[config.mk]
export PLATFORM = sky130hd
export DESIGN_NAME = wdt_core
export DESIGN_NICKNAME = d
export VERILOG_FILES = /design/src/wdt_pkg.sv /design/src/wdt_core.sv /design/src/wdt_tick.sv
export VERILOG_INCLUDE_DIRS = /design/src
export SDC_FILE = /design/constraint.sdc
export NUM_CORES = 1
export LEC_CHECK = 0
export BUFFER_PORTS_ARGS = -buffer_cell sky130_fd_sc_hd__buf_2
export CORE_MARGIN = 5
export CORE_UTILIZATION = 44
export DETAILED_ROUTE_END_ITERATION = 12
export PLACE_DENSITY = 0.73
export SKIP_LAST_GASP = 1
export SYNTH_ARGS = -nofsm -noshare
export SYNTH_HDL_FRONTEND = slang
export SYNTH_SLANG_ARGS = --single-unit
[constraint.sdc]
create_clock -name clk_sys -period 2 [get_ports clk_sys]
set_input_delay 0.1 -clock clk_sys [delete_from_list [all_inputs] [get_ports clk_sys]]
set_output_delay 0.1 -clock clk_sys [all_outputs]
set_load 0.03 [all_outputs]
[src/wdt_consts.svh]
// register indices, keys, field positions and timing counts for the watchdog
`ifndef WDT_CONSTS_SVH
`define WDT_CONSTS_SVH
`define WDT_ADDR_INDEX      8'h2e
`define WDT_ADDR_DATA       8'h2f
`define WDT_KEY_UNLOCK      8'h87
`define WDT_KEY_LOCK        8'haa
`define WDT_IDX_DEVSEL      8'h07
`define WDT_IDX_ACTIVE      8'h30
`define WDT_IDX_UNIT        8'hf5
`define WDT_IDX_COUNT       8'hf6
`define WDT_IDX_STATUS      8'hf7
`define WDT_DEV_WATCHDOG    8'h08
`define WDT_UNIT_BIT        3
`define WDT_STAT_FORCE_BIT  5
`define WDT_STAT_TOUT_BIT   4
`define WDT_ACT_BIT         0
`define WDT_CLK_HZ          10000000
`define WDT_SEC_CYCLES      (`WDT_CLK_HZ * 1)
`define WDT_SEC_PER_MIN     60
`endif

[src/wdt_pkg.sv]
// types used by the watchdog core
package wdt_pkg;
	typedef enum logic [1:0] {
		WDT_LOCKED = 2'b00,
		WDT_HALF   = 2'b01,
		WDT_OPEN   = 2'b11
	} wdt_lock_t;
endpackage

[src/wdt_core.sv]
// watchdog timer behind an index/data port pair
`timescale 1ns/1ps
`include "wdt_consts.svh"
module wdt_core
	import wdt_pkg::*;
#(
	parameter int SEC_CYCLES = `WDT_SEC_CYCLES
) (
	input  wire logic       clk_sys,        // system clock, 10 MHz
	input  wire logic       resetn,         // synchronous reset, active low
	input  wire logic       ce,             // clock enable, freezes all state when low
	input  wire logic [7:0] io_addr,        // i/o address low byte
	input  wire logic       io_wr,          // write strobe, one cycle
	input  wire logic       io_rd,          // read strobe, one cycle
	input  wire logic [7:0] io_wdata,       // write data
	input  wire logic       timeout_action_select_jumper, // 1 interrupt, 0 reset (pin)
	output logic [7:0]      io_rdata,       // read data, valid cycle after io_rd
	output logic            sys_reset,      // system reset request, active high
	output logic            irq11_n         // interrupt 11, active low level
);
	logic        jmp_s1_q;
	logic        jmp_q;
	wdt_lock_t   lock_q;
	logic [7:0]  idx_q;
	logic [7:0]  ldn_q;
	logic        act_q;
	logic        unit_q;
	logic [7:0]  cnt_q;
	logic        tout_q;
	logic        sec_tick;
	logic        min_tick;

	wire sel_idx  = (io_addr == `WDT_ADDR_INDEX);
	wire sel_dat  = (io_addr == `WDT_ADDR_DATA);
	wire wr_idx   = ce && io_wr && sel_idx;
	wire open_cfg = (lock_q == WDT_OPEN);
	wire key_open = (io_wdata == `WDT_KEY_UNLOCK);
	wire key_shut = (io_wdata == `WDT_KEY_LOCK);
	// index is latched only once open, and never from the lock key itself
	wire idx_lat  = wr_idx && open_cfg && !key_shut;
	// data port reaches the register named by the last index latched while open
	wire wr_dat   = ce && io_wr && sel_dat && open_cfg;
	// watchdog group is visible only while its device number is selected
	wire in_wdt   = (ldn_q == `WDT_DEV_WATCHDOG);
	// register hits on the latched index
	wire hit_ldn  = (idx_q == `WDT_IDX_DEVSEL);
	wire hit_act  = in_wdt && (idx_q == `WDT_IDX_ACTIVE);
	wire hit_unit = in_wdt && (idx_q == `WDT_IDX_UNIT);
	wire hit_cnt  = in_wdt && (idx_q == `WDT_IDX_COUNT);
	wire hit_stat = in_wdt && (idx_q == `WDT_IDX_STATUS);
	wire wr_ldn   = wr_dat && hit_ldn;
	wire wr_act   = wr_dat && hit_act;
	wire wr_unit  = wr_dat && hit_unit;
	wire wr_cnt   = wr_dat && hit_cnt;
	wire wr_stat  = wr_dat && hit_stat;
	// the force bit is not stored, so it always reads back as zero
	wire force_to = wr_stat && io_wdata[`WDT_STAT_FORCE_BIT];
	wire unit_tick = unit_q ? min_tick : sec_tick;
	wire running   = act_q && (cnt_q != 8'h00) && !tout_q;
	wire expire    = running && unit_tick && (cnt_q == 8'h01);
	// ticks are registered, so a tick frozen by ce must not be counted again
	wire dec_cnt   = ce && running && unit_tick;
	// a clear in the same cycle as an expiry loses, so a late reload cannot hide a timeout
	wire tout_set  = ce && act_q && (expire || force_to);
	wire tout_clr  = wr_cnt || (wr_act && !io_wdata[`WDT_ACT_BIT]);
	// status: only the timeout flag is implemented
	wire [7:0] stat_rd = {2'b00, 1'b0, tout_q, 4'h0};

	// read mux; unknown indices and unimplemented bits read as zero
	wire [7:0] reg_rd =
		hit_ldn  ? ldn_q :
		hit_act  ? {7'h00, act_q} :
		hit_unit ? {4'h0, unit_q, 3'h0} :
		hit_cnt  ? cnt_q :
		hit_stat ? stat_rd : 8'h00;
	// a locked data port reads zero, so probing it reveals nothing
	wire       rd_hit = ce && io_rd && sel_dat && open_cfg;
	wire [7:0] rd_d   = rd_hit ? reg_rd : 8'h00;

	// timebase restarts on a count write, so the first unit is always a full one
	wdt_tick #(
		.SEC_CYCLES (SEC_CYCLES)
	) u_tick (
		.clk_sys  (clk_sys),
		.resetn   (resetn),
		.ce       (ce),
		.clear    (wr_cnt),
		.sec_tick (sec_tick),
		.min_tick (min_tick)
	);

	// jumper pin passes two flops before use; it is meant to be static
	// the flops only keep a jumper moved under power from upsetting the routing
	always_ff @(posedge clk_sys)
	begin
		if (!resetn)
		begin
			jmp_s1_q <= 1'b0;
			jmp_q    <= 1'b0;
		end
		else if (ce)
		begin
			jmp_s1_q <= timeout_action_select_jumper;
			jmp_q    <= jmp_s1_q;
		end
	end

	// unlock needs two consecutive keys; any other index write restarts it
	always_ff @(posedge clk_sys)
	begin
		if (!resetn)
			lock_q <= WDT_LOCKED;
		else if (wr_idx)
		begin
			unique case (lock_q)
				WDT_LOCKED: lock_q <= key_open ? WDT_HALF : WDT_LOCKED;
				WDT_HALF:   lock_q <= key_open ? WDT_OPEN : WDT_LOCKED;
				WDT_OPEN:   lock_q <= key_shut ? WDT_LOCKED : WDT_OPEN;
				// the unused code is illegal and falls back to locked
				default:    lock_q <= WDT_LOCKED;
			endcase
		end
	end

	// index register, written only through idx_lat
	always_ff @(posedge clk_sys)
	begin
		if (!resetn)
			idx_q <= 8'h00;
		else if (idx_lat)
			idx_q <= io_wdata;
	end

	always_ff @(posedge clk_sys)
	begin
		if (!resetn)
		begin
			ldn_q  <= 8'h00;
			act_q  <= 1'b0;
			unit_q <= 1'b0;
		end
		else if (ce)
		begin
			// another device group may be selected; it only hides the watchdog registers
			if (wr_ldn)
				ldn_q <= io_wdata;
			if (wr_act)
				act_q <= io_wdata[`WDT_ACT_BIT];
			if (wr_unit)
				unit_q <= io_wdata[`WDT_UNIT_BIT];
		end
	end

	// a full byte, so 1 to 255 units; zero parks the timer
	// count reload; write also clears timeout, which resets the watchdog
	always_ff @(posedge clk_sys)
	begin
		if (!resetn)
			cnt_q <= 8'h00;
		else if (wr_cnt)
			cnt_q <= io_wdata;
		// one step down per selected unit tick
		else if (dec_cnt)
			cnt_q <= cnt_q - 8'h01;
	end

	// sticky timeout flag; a new expiry beats the clearing reload
	always_ff @(posedge clk_sys)
	begin
		if (!resetn)
			tout_q <= 1'b0;
		else if (tout_set)
			tout_q <= 1'b1;
		else if (tout_clr)
			tout_q <= 1'b0;
	end

	// reset request only when the jumper picks reset
	always_ff @(posedge clk_sys)
	begin
		if (!resetn)
			sys_reset <= 1'b0;
		else if (ce)
			sys_reset <= tout_q && !jmp_q;
	end

	// interrupt is a level that stands low for as long as the flag does
	always_ff @(posedge clk_sys)
	begin
		if (!resetn)
			irq11_n <= 1'b1;
		else if (ce)
			irq11_n <= !(tout_q && jmp_q);
	end

	// read data stands for the one cycle after the read strobe
	always_ff @(posedge clk_sys)
	begin
		if (!resetn)
			io_rdata <= 8'h00;
		else if (ce)
			io_rdata <= rd_d;
	end
endmodule // wdt_core

[src/wdt_tick.sv]
// timebase: one-cycle ticks per second and per minute
`timescale 1ns/1ps
`include "wdt_consts.svh"
module wdt_tick #(
	parameter int SEC_CYCLES = `WDT_SEC_CYCLES
) (
	input  wire logic clk_sys,   // system clock
	input  wire logic resetn,    // synchronous reset, active low
	input  wire logic ce,        // clock enable
	input  wire logic clear,     // restart timebase phase
	output logic      sec_tick,  // one pulse per second
	output logic      min_tick   // one pulse per minute
);
	logic [31:0] cyc_q;
	logic [5:0]  sec_q;
	wire         sec_end = (cyc_q == 32'(SEC_CYCLES - 1));
	wire         min_end = sec_end && (sec_q == 6'(`WDT_SEC_PER_MIN - 1));

	always_ff @(posedge clk_sys)
	begin
		if (!resetn || (ce && clear))
		begin
			cyc_q    <= 32'h0;
			sec_q    <= 6'h0;
			sec_tick <= 1'b0;
			min_tick <= 1'b0;
		end
		else if (ce)
		begin
			cyc_q    <= sec_end ? 32'h0 : cyc_q + 32'h1;
			sec_q    <= min_end ? 6'h0 : (sec_end ? sec_q + 6'h1 : sec_q);
			sec_tick <= sec_end;
			min_tick <= min_end;
		end
	end
endmodule // wdt_tick
-- Word-level counts from Yosys, hierarchy flattened
Cells that the tools add are included.
- equal/unequal tests: 15
- reduce and logical (&&, ||, !) cells: 50
- mux-type cells: 18
- add/subtract/negate cells: 3
- operators with widths (operator ; number):
    $mux 8 ; 7
    $eq 8x8->1 const B ; 5
    $add 32x1->32 const B ; 1
    $eq 32x24->1 const B ; 1
    $logic_and 1x1->1 ; 32
    $mux 32 ; 1
    $eq 8x6->1 const B ; 3
    $mux 6 ; 2
    $eq 8x1->1 const B ; 1
    $eq 8x3->1 const B ; 1
    $eq 8x4->1 const B ; 1
    $reduce_and 2->1 ; 4
    $reduce_bool 8->1 ; 1
    $sub 8x1->8 const B ; 1
    $add 6x1->6 const B ; 1
    $eq 6x6->1 const B ; 1
    $logic_not 1->1 ; 6
    $pmux 2 s3 ; 1
    $reduce_bool 2->1 ; 3
    $mux 5 ; 1
    $mux 1 ; 4
    $mux 2 ; 2
    $logic_or 1x1->1 ; 3
    $eq 2x1->1 const B ; 1
    other kinds (2) ; 2
- logic and storage cells: 102
- register bits: 81
- input port bits: 22
- output and inout bits: 10

-- Longest topological paths before layout
- depth after elaboration: 8
- mapped depth: 7
- depth with buffers taken out: 6

-- Modules after synthesis
Synthesis repeated with hierarchy kept, for this count alone.
- cells, all modules: 472
- area, all modules: 4007.6 µm²
- modules (own cells, without submodules) (module ; area each (µm²) ; sequential area each (µm²) ; cells an instance ; times used):
    wdt_core ; 2098.3 ; 820.8 ; 257 ; 1
    wdt_tick ; 1909.3 ; 800.8 ; 215 ; 1

-- Worst setup path before layout
OpenSTA, ideal clock, no wires.
- path type: reg-to-reg
- start: register ldn_q[4]
- end: register cnt_q[1]
- library setup time: 0.121 ns
- slack: 0.010 ns
- data required time: 1.879 ns
- buffers on the path: 1
- clock period less this slack: 1.990 ns
- cell stages (with the launch flop): 7
- arrival time: 1.869 ns
- cell sequence: dfxtp_1 -> or4b_1 -> nor4_4 -> nand2_2 -> nand2_1 -> buf_4 -> o22ai_1
- cells in the longest elaborated chain, start to end: 4
- elaborated cells on any way between the ends: 5
- classes of those cells: 1 x eq/ne; 1 x mux; 3 x reduce/logical
- ends and longest elaborated chain (element ; line ; RTL):
    start: declaration ; wdt_core.sv:25 ; logic [7:0] ldn_q;
    start signal: assignment ; wdt_core.sv:146 ; ldn_q <= io_wdata;
    $eq 8x4->1 (no line) (*) ; -- ;
    $logic_and 1x1->1 (*) ; wdt_core.sv:49 ; wire hit_cnt = in_wdt && (idx_q == `WDT_IDX_COUNT);
    $logic_and 1x1->1 (*) ; wdt_core.sv:54 ; wire wr_cnt = wr_dat && hit_cnt;
    $mux 8 or $reduce_bool 2->1 (tied branches) ; -- ;
    end signal: assignment ; wdt_core.sv:161 ; cnt_q <= io_wdata;
    end signal: assignment ; wdt_core.sv:164 ; cnt_q <= cnt_q - 8'h01;
    end: declaration ; wdt_core.sv:28 ; logic [7:0] cnt_q;
Every way passes the cells marked *; elsewhere a longest branch is shown, timed or not.
A chain may end at the register's enable or synchronous reset.

-- Worst setup path after layout
- start: register ldn_q[4]
- end: register u_tick.cyc_q[30]
- cells in the longest elaborated chain, start to end: 5
- ends and longest elaborated chain (element ; line ; RTL):
    $eq 8x4->1 (no line) ; -- ;
    $logic_and 1x1->1 ; wdt_core.sv:49 ;
    $logic_and 1x1->1 ; wdt_core.sv:54 ;
    $logic_and 1x1->1 ; wdt_tick.sv:21 ; if (!resetn || (ce && clear))
    $logic_or 1x1->1 ; wdt_tick.sv:21 ;
    end signal: assignment ; wdt_tick.sv:30 ; cyc_q <= sec_end ? 32'h0 : cyc_q + 32'h1;
    end: declaration ; wdt_tick.sv:14 ; logic [31:0] cyc_q;
No other way between the ends.

==> impl_metrics.env <==
export IMPL_slew_headroom_pct=66.8
export IMPL_cpMaxStageDelayCell="or4b_4"
export IMPL_cts_tree="built"
export IMPL_timing_fmax_ghz=0.507
export IMPL_io_pins=32
export IMPL_finClkSkew_ns=0.0103
export IMPL_synth_seq_cells=81
export IMPL_utilization_pct=53.9
export IMPL_dp_hpwl_microns=7070
export IMPL_synth_area_sq_um=3960
export IMPL_synth_cell_types=58
export IMPL_numCtsBuffers=9
export IMPL_slew_viol_final=0
export IMPL_async_reset_ff_share_pct=0
export IMPL_dr_max_layer_used="met4"
export IMPL_ir_worst_vdd_uv=423
export IMPL_cp_top_family="simple AND/OR/NAND/NOR gates"
export IMPL_worst_pin_slew_ns=0.494
export IMPL_p_leak_nw=1.70
export IMPL_total_power_mw=3.00
export IMPL_crit_required_ns=2.24
export IMPL_crit_path_max_incr_delay_ns=0.58
export IMPL_drc=0
export IMPL_dr_wl_met3_microns=415
export IMPL_hold_path_class="in2reg"
export IMPL_gp_congestion=0.953
export IMPL_nets=549
export IMPL_crit_buf_inv=1
export IMPL_num_rows=34
export IMPL_setup_viol=0
export IMPL_ys_seq_area_share_pct=40.9
export IMPL_netlist_area_leader_share_pct=40.9
export IMPL_status="finished, final reports clean"
export IMPL_synth_fp_nets=490
export IMPL_cap_violations=0
export IMPL_antenna_cells=0
export IMPL_syn_to_final_growth_pct=19.4
export IMPL_syn_inst=463
export IMPL_p_per_area_nw_per_um2=635
export IMPL_critPathArrivalTime_ns=2.21
export IMPL_grt_usage_pct=17.9
export IMPL_clkLatencyLatePin_ns=0.35
export IMPL_grt_max_degree=34
export IMPL_port_buffers=31
export IMPL_drt_iter0_drc=184
export IMPL_cts_clk_slew_worst_paths_ns=0.08
export IMPL_ys_warnings_count=0
export IMPL_num_fill_cells=817
export IMPL_holdWs_ns=0.0425
export IMPL_die_area_sq_um=11000
export IMPL_hold_start="io_wdata[4]"
export IMPL_clk_path_buf_depth=2
export IMPL_startpoint="ldn_q[4]$_SDFFE_PN0P_"
export IMPL_core_sq_um=8760
export IMPL_fin_crit_ns=1.97
export IMPL_synth_area_top_cells="dfxtp_1, nor2_1, xnor2_1, nand2_1, xor2_1"
export IMPL_wl_met1_microns=4380
export IMPL_grt_ovfl_total=0
export IMPL_antenna_found_initial=0
export IMPL_fin_crit_sh_pct=98.6
export IMPL_worstPathMaxFanout=30
export IMPL_cts_htree_levels=3
export IMPL_layout_setup_ws_ns=0.0274
export IMPL_r2r_start="ldn_q[4]$_SDFFE_PN0P_"
export IMPL_endpoint_kind="flip-flop"
export IMPL_wl_per_cell_microns=15.3
export IMPL_synth_edf_count=0
export IMPL_dr_total_vias=3567
export IMPL_wirelength_microns=9730
export IMPL_die_h_microns=105
export IMPL_synth_largest_area_cell="dfxtp_1"
export IMPL_firstDrtPassIters=4
export IMPL_hold_viol=0
export IMPL_ant_nets=0
export IMPL_grt_pass1_wl_microns=16300
export IMPL_rsz0062_at_grt="true"
export IMPL_wl_met2_microns=4800
export IMPL_cts_sinks=81
export IMPL_via_per_inst=5.62
export IMPL_worstPathCellList="or4b_4 -> nor4_2 -> nand3b_1 -> nand3_1 -> buf_12 -> nor2_1"
export IMPL_drive_gt1_share_pct=20.5
export IMPL_syn_area_per_cell_sq_um=8.55
export IMPL_root_buffer="clkbuf_8"
export IMPL_place_ws_ns=-0.0170
export IMPL_die_x_microns=105
export IMPL_startpoint_type="flip-flop"
export IMPL_ys_flop_type="dfxtp_1"
export IMPL_crit_type="reg2reg"
export IMPL_start_util_pct=45.2
export IMPL_grt_pass1_vias=3427
## layer usage
metal / global-route usage (%) / up-vias
li1: - / 1791
met2: 30.3 / 58
met4: 5.66 / 0
met3: 4.38 / 13
met1: 22.5 / 1705
met5: 0 / -
## registers in the layout, indices dropped and copies added (netlist names)
| register | count |
|---|---|
| act_q | 1 |
| u_tick.min_tick | 1 |
| u_tick.cyc_q | 32 |
| tout_q | 1 |
| u_tick.sec_q | 6 |
| sys_reset | 1 |
| cnt_q | 8 |
| io_rdata | 8 |
| u_tick.sec_tick | 1 |
| jmp_q | 1 |
| idx_q | 8 |
| lock_q | 2 |
| jmp_s1_q | 1 |
| unit_q | 1 |
| ldn_q | 8 |
| irq11_n | 1 |
## synth_stat cells (3+ instances only)
cell type / instances
dfxtp_1: 81
nor2_1: 71
nand2_1: 41
nand3_1: 28
a21oi_1: 22
xnor2_1: 21
xor2_1: 17
nand4_1: 16
inv_1: 12
nor3_1: 12
mux2i_1: 11
nor4_1: 11
clkbuf_1: 10
and4_1: 9
a22oi_1: 7
and3_1: 7
a211oi_1: 6
buf_2: 6
ha_1: 5
a2bb2oi_1: 4
o21ai_0: 4
or4bb_1: 4
and2_1: 3
nand3b_1: 3
nand4b_1: 3
nor4b_1: 3
or4_1: 3
or4b_1: 3
## area by class of cell
| type | instances | area [sq um] | area share, % |
|---|---|---|---|
| clock buffer | 12 | 165 | 3.49 |
| clock inverter | 4 | 50.0 | 1.06 |
| timing repair buffer | 67 | 457 | 9.66 |
| inverter | 12 | 45.0 | 0.953 |
| tap | 108 | 135 | 2.86 |
| multi-input combinational | 351 | 2250 | 47.5 |
| sequential | 81 | 1630 | 34.4 |
## cell usage in the layout (no fill, tap or decap), types with 4 or more instances in the layout
cell       instances
xor2_1            17
nor4_1             9
o21ai_0            4
dfxtp_1           76
mux2i_1           11
nand4_1           16
and3_1             7
xnor2_1           21
buf_2             31
inv_1             12
a211oi_1           6
nor2_1            71
clkbuf_8          12
nand2_1           41
nor3_1            12
dfxtp_2            5
and4_1             9
a22oi_1            7
a21oi_1           21
a2bb2oi_1          4
buf_4             32
nand3_1           28
ha_1               5
## what timing repair did
item,in CTS,in global routing
setup endpoints to repair,31,43
endpoints found under the hold margin,1,0
hold buffers,1,0
pin swaps,0,9
buffers inserted,0,2
resized for setup,1,12
## cell families after synthesis
logic type      count (synthesis)  share of synthesized area (%)
buf+inv                        31                           3.22
compound gates                 60                           9.92
mux                            13                           3.35
xor+xnor                       38                           8.40
simple gates                  235                           32.6
fa+ha+maj                       5                           1.58
flops                          81                           40.9
## metrics by stage
step	setup TNS (ns)	instance area (sq um)	cells
floorplan	0	3960	463
global placement	0	4450	616
detailed placement	-0.224	4450	616
CTS	-0.00101	4680	633
global route	-1.73	4730	635
finish	0	4730	635
## worst paths after layout
check | slack [ns] | cells past startpoint | to
setup / recovery | 0.03 | 6 | u_tick.cyc_q[30]$_SDFFE_PP0P_
hold / removal | 0.04 | 3 | idx_q[4]$_SDFFE_PN0P_
setup reg to reg | 0.03 | 6 | u_tick.cyc_q[30]$_SDFFE_PP0P_
hold reg to reg | 0.47 | 2 | ldn_q[2]$_SDFFE_PN0P_
## power by group
part           internal, mW  switching (mW)  total (mW)
Clock                 0.677           0.585        1.26
Combinational        0.0429          0.0726       0.115
Sequential             1.62         0.00603        1.62
Total                  2.34           0.664        3.00
## worst min-delay path: cells and delay by family
family,cells,cell delay [ns]
buffers and inverters,1,0.12
muxes,1,0.07
and+or+nand+nor,1,0.07
(Power assumes the default switching activity.)
